`config.mk`:
```
export PLATFORM = sky130hd
export DESIGN_NAME = brfs_regfile
export DESIGN_NICKNAME = d
export VERILOG_FILES = /design/src/brfs_pkg.sv /design/src/brfs_status_if.sv /design/src/brfs_status_unit.sv /design/src/brfs_regfile.sv
export SDC_FILE = /design/constraint.sdc
export NUM_CORES = 1
export LEC_CHECK = 0
export BUFFER_PORTS_ARGS = -buffer_cell sky130_fd_sc_hd__buf_4
export CAP_MARGIN = 20
export CORE_MARGIN = 2
export CORE_UTILIZATION = 40
export DETAILED_ROUTE_END_ITERATION = 16
export SLEW_MARGIN = 0
export SYNTH_ARGS = -nofsm -noshare
export SYNTH_HDL_FRONTEND = slang
export SYNTH_SLANG_ARGS = --single-unit
```
`constraint.sdc`:
```
create_clock -name ref_clk_i -period 6.8 [get_ports ref_clk_i]
set_input_delay 0 -clock ref_clk_i [delete_from_list [all_inputs] [get_ports ref_clk_i]]
set_output_delay 0 -clock ref_clk_i [all_outputs]
set_load 0.02 [all_outputs]
```
`src/brfs_pkg.sv`:
```
// constants for the banked register file and its status register
package brfs_pkg;
	localparam int          ADDR_W          = 7;
	localparam int          FILE_W          = 5;
	localparam int          DATA_W          = 8;
	localparam int          NUM_SFR         = 7;
	localparam int          NUM_GPR         = 25;
	localparam int          NUM_BANKED      = 16;
	localparam logic [4:0]  OFS_IND         = 5'h00;
	localparam logic [4:0]  OFS_TMR         = 5'h01;
	localparam logic [4:0]  OFS_PC_LOW      = 5'h02;
	localparam logic [4:0]  OFS_STATUS      = 5'h03;
	localparam logic [4:0]  OFS_PTR         = 5'h04;
	localparam logic [4:0]  OFS_OSC         = 5'h05;
	localparam logic [4:0]  OFS_IO          = 5'h06;
	localparam logic [4:0]  OFS_GPR_LO      = 5'h07;
	localparam logic [4:0]  OFS_GPR_HI      = 5'h10;
	localparam int          BANK_LSB        = 5;
	localparam int          ST_C            = 0;
	localparam int          ST_NC           = 1;
	localparam int          ST_Z            = 2;
	localparam int          ST_SLEEP        = 3;
	localparam int          ST_EXPIRY       = 4;
	localparam int          ST_PAGE         = 5;
	localparam int          ST_UNUSED       = 6;
	localparam int          ST_WAKE         = 7;
	localparam logic [7:0]  STATUS_RST      = 8'h18;
	localparam logic [7:0]  PTR_RST         = 8'h80;
	localparam logic [7:0]  OSC_RST         = 8'h00;
	localparam logic [7:0]  CLEAR_KEEP_MASK = 8'h1B;
	localparam logic [7:0]  CLEAR_SET_MASK  = 8'h04;
	localparam logic [7:0]  UNUSED_MASK     = 8'hBF;
endpackage

```
`src/brfs_status_if.sv`:
```
// status write path between the register file and the status unit
`timescale 1ns/1ps
interface brfs_status_if;
	logic        wr_en;
	logic [7:0]  wr_data;
	logic        clear_op;
	logic [7:0]  value;
	modport file (output wr_en, output wr_data, output clear_op,
		input value);
	modport unit (input wr_en, input wr_data, input clear_op,
		output value);
endinterface

```
`src/brfs_status_unit.sv`:
```
// status register with per-bit write protection
`timescale 1ns/1ps
module brfs_status_unit
	import brfs_pkg::*;
(
	input  wire logic       ref_clk_i,
	input  wire logic       rst_n_i,
	brfs_status_if.unit     st,
	input  wire logic       flags_upd_i,
	input  wire logic [2:0] flags_i,
	input  wire logic       expiry_load_i,
	input  wire logic       expiry_val_i,
	input  wire logic       sleep_load_i,
	input  wire logic       sleep_val_i,
	input  wire logic       wake_load_i,
	input  wire logic       wake_val_i
);
	logic [7:0] status;
	logic [7:0] next_status;

	always_comb begin
		next_status = status;
		if (st.clear_op) begin
			next_status = (status & CLEAR_KEEP_MASK) | CLEAR_SET_MASK;
		end else if (st.wr_en) begin
			next_status[ST_WAKE] = st.wr_data[ST_WAKE];
			next_status[ST_PAGE] = st.wr_data[ST_PAGE];
			next_status[2:0]     = st.wr_data[2:0];
		end
		if (flags_upd_i) begin
			next_status[2:0] = flags_i;
		end
		if (expiry_load_i) begin
			next_status[ST_EXPIRY] = expiry_val_i;
		end
		if (sleep_load_i) begin
			next_status[ST_SLEEP] = sleep_val_i;
		end
		if (wake_load_i) begin
			next_status[ST_WAKE] = wake_val_i;
		end
		next_status = next_status & UNUSED_MASK;
	end

	always_ff @(posedge ref_clk_i) begin
		if (!rst_n_i) begin
			status <= STATUS_RST;
		end else begin
			status <= next_status;
		end
	end

	assign st.value = status;
endmodule

```
`src/brfs_regfile.sv`:
```
// banked data register file of the small controller core
`timescale 1ns/1ps
module brfs_regfile
	import brfs_pkg::*;
#(
	parameter bit BANKED = 1'b1
)(
	input  wire logic        ref_clk_i,
	input  wire logic        rst_n_i,
	input  wire logic [4:0]  file_addr_i,
	input  wire logic        wr_en_i,
	input  wire logic [7:0]  wr_data_i,
	input  wire logic        clear_op_i,
	input  wire logic        flags_upd_i,
	input  wire logic [2:0]  flags_i,
	input  wire logic        expiry_load_i,
	input  wire logic        expiry_val_i,
	input  wire logic        sleep_load_i,
	input  wire logic        sleep_val_i,
	input  wire logic        wake_load_i,
	input  wire logic        wake_val_i,
	input  wire logic [7:0]  timer_count_reg_i,
	input  wire logic [7:0]  program_counter_low_i,
	input  wire logic [7:0]  io_port_reg_i,
	output logic [7:0]       rd_data_o,
	output logic [7:0]       alu_reset_status_o,
	output logic [7:0]       indirect_pointer_o,
	output logic [7:0]       oscillator_trim_o,
	output logic             timer_wr_o,
	output logic             pc_low_wr_o,
	output logic             io_wr_o,
	output logic [7:0]       periph_wr_data_o
);
	// ************************************************************
	// storage
	// ************************************************************
	logic [7:0] gpr [NUM_GPR];
	logic [7:0] banked [NUM_BANKED];
	logic [7:0] pointer;
	logic [7:0] osc_trim;

	brfs_status_if st ();

	// ************************************************************
	// address resolution
	// ************************************************************
	function automatic logic [6:0] resolve(input logic [4:0] fa,
		input logic [7:0] ptr);
		logic [6:0] a;
		a = (fa == OFS_IND) ? ptr[6:0] : {ptr[6:5], fa};
		if (!BANKED || !a[4]) begin
			a[6:5] = 2'b00;
		end
		return a;
	endfunction

	// true when the resolved address names the given special register
	function automatic logic hits(input logic [6:0] e,
		input logic [4:0] ofs);
		return e[4:0] == ofs;
	endfunction

	logic [6:0] eff;
	logic       is_sfr;
	logic       is_bank;
	logic       ind_loop;
	logic [4:0] gidx;

	always_comb begin
		eff      = resolve(file_addr_i, pointer);
		ind_loop = hits(eff, OFS_IND);
		is_sfr   = (eff[4:0] < OFS_GPR_LO);
		is_bank  = BANKED && eff[5] && eff[4];
		gidx     = eff[4:0] - OFS_GPR_LO;
	end

	// ************************************************************
	// status unit
	// ************************************************************
	assign st.wr_en    = wr_en_i && !clear_op_i && hits(eff, OFS_STATUS);
	assign st.wr_data  = wr_data_i;
	assign st.clear_op = clear_op_i && hits(eff, OFS_STATUS);

	brfs_status_unit u_status (
		.ref_clk_i     (ref_clk_i),
		.rst_n_i       (rst_n_i),
		.st            (st),
		.flags_upd_i   (flags_upd_i),
		.flags_i       (flags_i),
		.expiry_load_i (expiry_load_i),
		.expiry_val_i  (expiry_val_i),
		.sleep_load_i  (sleep_load_i),
		.sleep_val_i   (sleep_val_i),
		.wake_load_i   (wake_load_i),
		.wake_val_i    (wake_val_i)
	);

	// ************************************************************
	// writes
	// ************************************************************
	logic                  any_wr;
	logic [7:0]            wval;
	logic [NUM_GPR-1:0]    gpr_we;
	logic [NUM_BANKED-1:0] bank_we;

	// a pointer that names itself must not write anything
	always_comb begin
		any_wr = (wr_en_i || clear_op_i) && !ind_loop;
		wval   = clear_op_i ? 8'h00 : wr_data_i;
	end

	// ************************************************************
	// special registers held here
	// ************************************************************
	always_ff @(posedge ref_clk_i) begin
		if (!rst_n_i) begin
			pointer <= PTR_RST;
		end else if (any_wr && hits(eff, OFS_PTR)) begin
			pointer <= wval;
		end
	end

	always_ff @(posedge ref_clk_i) begin
		if (!rst_n_i) begin
			osc_trim <= OSC_RST;
		end else if (any_wr && hits(eff, OFS_OSC)) begin
			osc_trim <= wval;
		end
	end

	// ************************************************************
	// general and banked registers
	// ************************************************************
	for (genvar g = 0; g < NUM_GPR; g++) begin : g_gpr
		assign gpr_we[g] = any_wr && !is_sfr && !is_bank &&
			gidx == 5'(g);
		always_ff @(posedge ref_clk_i) begin
			if (gpr_we[g]) begin
				gpr[g] <= wval;
			end
		end
	end

	// enables stay low when the variant has no banks
	for (genvar b = 0; b < NUM_BANKED; b++) begin : g_bank
		assign bank_we[b] = any_wr && is_bank && eff[3:0] == 4'(b);
		always_ff @(posedge ref_clk_i) begin
			if (bank_we[b]) begin
				banked[b] <= wval;
			end
		end
	end

	// owners outside store these; a clear hands over zero
	assign timer_wr_o       = any_wr && hits(eff, OFS_TMR);
	assign pc_low_wr_o      = any_wr && hits(eff, OFS_PC_LOW);
	assign io_wr_o          = any_wr && hits(eff, OFS_IO);
	assign periph_wr_data_o = wval;

	// ************************************************************
	// reads
	// ************************************************************
	always_comb begin
		if (ind_loop) begin
			rd_data_o = 8'h00;
		end else if (eff[4:0] == OFS_TMR) begin
			rd_data_o = timer_count_reg_i;
		end else if (eff[4:0] == OFS_PC_LOW) begin
			rd_data_o = program_counter_low_i;
		end else if (eff[4:0] == OFS_STATUS) begin
			rd_data_o = st.value;
		end else if (eff[4:0] == OFS_PTR) begin
			rd_data_o = pointer;
		end else if (eff[4:0] == OFS_OSC) begin
			rd_data_o = osc_trim;
		end else if (eff[4:0] == OFS_IO) begin
			rd_data_o = io_port_reg_i;
		end else if (is_bank) begin
			rd_data_o = banked[eff[3:0]];
		end else begin
			rd_data_o = gpr[gidx];
		end
	end

	// ************************************************************
	// register outputs
	// ************************************************************
	assign alu_reset_status_o = st.value;
	assign indirect_pointer_o = pointer;
	assign oscillator_trim_o  = osc_trim;
endmodule

```
---- After elaboration in Yosys (flattened, before gate mapping) ----
Memories as Yosys holds them, arrays and structs flattened.
Index checks and enable logic that the tools add are counted.
storage, ports and cells
  memory bits (read-only) ................. 0
  bits in writable memories ............... 328
  bits in latches ......................... 0
  register bits after elaboration ......... 24
  bits of input ports ..................... 51
  word-level logic and storage cells ...... 383
  memories ................................ 2
memory list
  name    depth  bits a word  read ports  clocked after Yosys merged registers in  write ports  RTL line            source
  gpr     25     8            1           0                                        1            brfs_regfile.sv:37  logic [7:0] gpr [NUM_GPR];
  banked  16     8            1           0                                        1            brfs_regfile.sv:38  logic [7:0] banked [NUM_BANKED];
cells by class
  bitwise operators ....................... 1
  add/subtract/negate cells ............... 1
  order comparisons ....................... 1
  muxes and demuxes ....................... 216
  equal/unequal tests ..................... 46
  reductions and logical operators ........ 107
  shift operators ......................... 0
  $mul .................................... 0
  divide/modulo/power cells ............... 0
operators by type and width
  kind                                                  count
  2-to-1 mux 8 bit                                      48
  OR reduction 8 bit                                    39
  2-to-1 mux 1 bit                                      125
  2-to-1 mux 5 bit                                      25
  2-to-1 mux 4 bit                                      15
  logical AND 1 bit                                     54
  equality test 5 bit (second input constant)           9
  equality test 5 x 4 -> 1 bit (second input constant)  8
  equality test 5 x 3 -> 1 bit (second input constant)  7
  equality test 4 bit (second input constant)           8
  equality test 5 x 2 -> 1 bit (second input constant)  4
  equality test 4 x 3 -> 1 bit (second input constant)  4
  logical NOT 5 bit                                     3
  equality test 5 x 1 -> 1 bit (second input constant)  2
  2-to-1 mux 3 bit                                      3
  equality test 4 x 2 -> 1 bit (second input constant)  2
  nonzero test 3 bit                                    2
  < comparator 5 x 3 -> 1 bit (second input constant)   1
  subtractor 5 x 3 -> 5 bit (second input constant)     1
  equality test 4 x 1 -> 1 bit (second input constant)  1
  logical NOT 1 bit                                     4
  logical NOT 4 bit                                     1
  != test 2 bit (second input constant)                 1
  AND reduction 2 bit                                   1
  other kinds (4)                                       4

---- Logic depth before layout (Yosys ltp) ----
  depth in word-level cells ............... 35
  gate-level depth with buffers ........... 17
  gate-level depth less buffers ........... 11

---- Hierarchy ----
Synthesis repeated with hierarchy kept, for this count alone.
second synthesis, totals
  cell total of the unflattened synthesis .. 1006
  area, all modules ....................... 14888.0 µm²
modules (own cells, without submodules)
  module            instances  cells an instance  seq. area each (µm²)  area an instance (µm²)
  brfs_regfile      1          974                10169.8               14587.7
  brfs_status_unit  1          32                 140.1                 300.3

---- Worst setup path before layout ----
No wires, ideal clock.
  kind .................................... reg-to-output
  start point ............................. register pointer[0], in the netlist indirect_pointer_o[0]
  end point ............................... output port rd_data_o[3]
  cell stages (with the launch flop) ...... 15
  buffers on the path ..................... 6
  path slack .............................. 2.372 ns
  data arrival time ....................... 4.428 ns
  cell sequence ........................... dfxtp_1 nor2b_1 a21oi_2 buf_4 buf_4 buf_4 ha_1 clkbuf_1 clkbuf_1 clkbuf_1 o21ai_0 o211ai_1 o311ai_0 a211o_1 a2111oi_0
on the way
  word-level cells in the longest chain between the ends .. 11
  elaborated cells between the ends (all ways) .. 19
  classes of those cells .................. add/sub (1); eq/ne (6); mux (9); reduce/logical (1); memory (2)
RTL lines
  what                       RTL line             source
  start, declared            brfs_regfile.sv:39   logic [7:0] pointer;
  start signal, assigned     brfs_regfile.sv:119  pointer <= wval;
  2-to-1 mux 5 bit *         brfs_regfile.sv:50   a = (fa == OFS_IND) ? ptr[6:0] : {ptr[6:5], fa};
  subtractor 5 x 3 -> 5 bit  brfs_regfile.sv:74   gidx = eff[4:0] - OFS_GPR_LO;
  memory read (25 x 8 bit)   -
  2-to-1 mux 8 bit           brfs_regfile.sv:178  end else if (is_bank) begin
  2-to-1 mux 8 bit           brfs_regfile.sv:176  end else if (eff[4:0] == OFS_IO) begin
  2-to-1 mux 8 bit           brfs_regfile.sv:174  end else if (eff[4:0] == OFS_OSC) begin
  2-to-1 mux 8 bit           brfs_regfile.sv:172  end else if (eff[4:0] == OFS_PTR) begin
  2-to-1 mux 8 bit           brfs_regfile.sv:170  end else if (eff[4:0] == OFS_STATUS) begin
  2-to-1 mux 8 bit           brfs_regfile.sv:168  end else if (eff[4:0] == OFS_PC_LOW) begin
  2-to-1 mux 8 bit           brfs_regfile.sv:166  end else if (eff[4:0] == OFS_TMR) begin
  2-to-1 mux 8 bit *         brfs_regfile.sv:164  if (ind_loop) begin
  end, declared              brfs_regfile.sv:25   output logic [7:0] rd_data_o,
Mark *: on every way between the ends. The rest lies on a longest branch, timed or not.

---- Worst setup path in the final report ----
  start point ............................. register pointer[1], in the netlist indirect_pointer_o[1]
  end point ............................... output port rd_data_o[3]
The elaborated chain is that of the path after synthesis.

==> qor.txt <==
Initial drt markers = 1,123
Cell area after synthesis = 15,090 sq um
# setup viols final = 0
Initial antenna violation count = 0
Slowest stage cell, crit path = a2111oi_0
Initial Util = 0.4034
CP Launch Type = flop
WHS Endpoint = banked[14][3]$_DFFE_PP_
CTS tree = built
Max Freq = 196.7 MHz
Overflow after GRT = 0
Async SR Flop Fraction = 0
Tot Pwr = 4.868 mW
Postcts setup bufs = 0
Dpl cell area = 16,350 sq um
DR DRC count = 0
R2r setup slk = 2690 ps
Post-DR vias/cell = 5.779
Min Hold Slack = 58.68 ps
Synth cell types = 76
Count of port buffers added during placement = 92
Hold path cells = 2
Layout cells sized above 1 = 0.2271
Worst Path Required = 6800 ps
Worst vdd ir = 0.1464 mV
GPL Wtd Cong = 0.9289
Syn Inst Count = 997
Worst setup EP type = output port
Total GRT Usage = 0.2106
Setup TNS = 0 ps
Dominant synthesized flop cell = edfxtp_1
DRT Pass-1 Iters = 6
Synth Area per Inst = 15.13 sq um
Max-slew violations = 0
Total number of vias = 9,570
Tcrit/Tclk final = 0.7477
Most frequent cell after synthesis = edfxtp_1
Seq/Total Area, Yosys = 0.6834
Reg2Reg Launch Point = indirect_pointer_o[2]$_SDFFE_PN0P_
Vias in the first global route = 9,210
Most instantiated cells after synthesis = 328 x edfxtp_1, 75 x nor2_1, 74 x nand2_1
Final hold vios = 0
Max-cap violations = 0
Pleak = 6.287 nW
Power Density = 271.6 nW/um^2
Crit path largest cell delay = 870 ps
Crit-path max FO = 49
Clock Latency Late Sink = 530 ps
Flops & latches, synth = 351
Placement Rows = 71
Post-Syn Nets = 1,050
Critical path class = reg -> out
Reg clk slew, reported paths = 60 ps
Setup Skew = 9.710 ps
Die X-Extent = 198.2 um
Post-route cell area = 17,920 sq um
Total CTS buffers = 37
Synth top area share = 0.6528
Root buffer cell = clkbuf_16
Area of the die = 39,290 sq um
Hold path startpoint = clear_op_i
Clk sink count = 351
Max-slew headroom = 0.2573
Largest net degree at the start of global routing = 50
Ports = 94
# resized after CTS = 0
Fill cells = 3,158
Nets = 1,171
First-pass GRT wire length = 60,590 um
Total wire length = 41,020 um
Crit path time final = 5085 ps
Chip height = 198.2 um
Post-DP HPWL = 26,320 um
Reg-to-reg endpoint = gpr[13][4]$_DFFE_PP_
Reg2Reg Depth = 8
Synth-to-Final Area Change = 18.81%
Synth area leaders = edfxtp_1 65%, mux4_2 7.2%, mux2i_1 4.0%, dfxtp_1 3.1%, nor2_1 1.9%
RSZ-0062 raised after global routing = no
Post-synth EDFFs = 328
Routed len/inst = 24.77 um
Arrival time worst endpoint = 5080 ps
H-tree levels = 2
Worst slew pin tran = 1110 ps
Syn. warnings = 0
Largest area contributor in the netlist = edfxtp_1
Clock buffer depth = 3
CP Cell Sequence = nor2b_1 -> a21o_2 -> buf_4 -> inv_1 -> ha_1 -> and3_1 -> nor2_1 -> o211ai_1 -> a2111oi_0 -> a311oi_1 -> a2111oi_0 -> buf_4
Core area = 37,400 sq um
Worst min path class = in -> reg
Outcome = finished clean
DRT antenna net count = 0
N_diodes = 0
[state kept, by name, indices dropped and copies added (netlist names)]
signal and count:
banked 128, indirect_pointer_o 8, gpr 200, u_status.st.value 7, oscillator_trim_o 8
[layout make-up]
| class | count | area, sq um | share of cell area |
|---|---|---|---|
| flip-flops and latches | 351 | 10310 | 0.5752 |
| multi-input cells | 581 | 4543 | 0.2535 |
| repair buffers | 140 | 1171 | 0.06534 |
| clock buffers | 44 | 994.7 | 0.05549 |
| well taps | 511 | 639.4 | 0.03567 |
| clock inverters | 22 | 240.2 | 0.01340 |
| inverters | 7 | 26.28 | 0.001466 |
[per-layer routing]
layer	routed length, um	vias up	track usage
met3	3362	81	0.03492
met2	18690	481	0.3214
met5	0	-	0
met4	1481	0	0.08605
met1	17490	4842	0.3006
li1	-	4166	-
[timing repair]
item / CTS / global route
endpoints found under the hold margin: 39 / 19
hold buffers: 21 / 4
setup endpoints to repair: 0 / 0
[how the worst max path moves through the flow]
stage / startpoint / end / slack (ps) / cells after the start
final: indirect_pointer_o[1]$_SDFFE_PN0P_ / rd_data_o[3] / 1720 / 12
after global routing: indirect_pointer_o[1]$_SDFFE_PN0P_ / rd_data_o[3] / 1440 / 12
after CTS: indirect_pointer_o[1]$_SDFFE_PN0P_ / rd_data_o[3] / 1680 / 12
after detailed placement: indirect_pointer_o[1]$_SDFFE_PN0P_ / rd_data_o[3] / 2280 / 12
after global placement: indirect_pointer_o[1]$_SDFFE_PN0P_ / rd_data_o[3] / 2340 / 12
after floorplan: indirect_pointer_o[0]$_SDFFE_PN0P_ / rd_data_o[3] / 2370 / 14
[through the flow]
step / worst slack [ps] / utilization / instances
3_5_place_dp: 2282 / 0.4372 / 1561
6_report: 1716 / 0.4793 / 1656
4_1_cts: 1683 / 0.4759 / 1648
3_3_place_gp: 2338 / 0.4372 / 1561
2_1_floorplan: 2372 / - / 997
5_1_grt: 1445 / 0.4793 / 1656
[logic make-up (layout without fill, tap and decap cells)]
logic type,count (synthesis),in the layout,share of synthesized area
AOI/OAI and AO/OA,175,175,0.08128
other,1,1,0.0002486
buffers and inverters,65,213,0.02065
xor gates and xnor gates,3,3,0.003235
muxes,117,117,0.1182
adders and majority gates,2,2,0.001658
DFF,351,351,0.6834
and+or+nand+nor,283,283,0.09139
[cells in the final DEF (no fill, tap or decap), types with 20 or more instances in the layout]
master	Yosys	layout
nor2_1	75	74
nor2b_1	27	20
nand2_1	74	74
a21oi_1	26	26
mux4_2	48	48
clkbuf_16	0	39
o21ai_0	33	33
dlygate4sd3_1	0	25
nor3_1	34	34
o22ai_1	26	26
mux2i_1	60	60
dfxtp_1	23	23
buf_4	8	111
edfxtp_1	328	328
[report_power, final]
group / switching (mW) / total (mW) / internal, mW
clock: 0.822 / 2.06 / 1.24
combinational: 0.268 / 0.433 / 0.165
sequential: 0.00528 / 2.38 / 2.37
[worst max-delay path, delay by kind of cell, from the launching register on]
family / cells / cell delay (ps)
DFF: 1 / 440
AOI/OAI and AO/OA: 5 / 1640
and+or+nand+nor: 3 / 560
buffers and inverters: 3 / 1390
adders and majority gates: 1 / 500
Power figures use the tool's default switching activity.
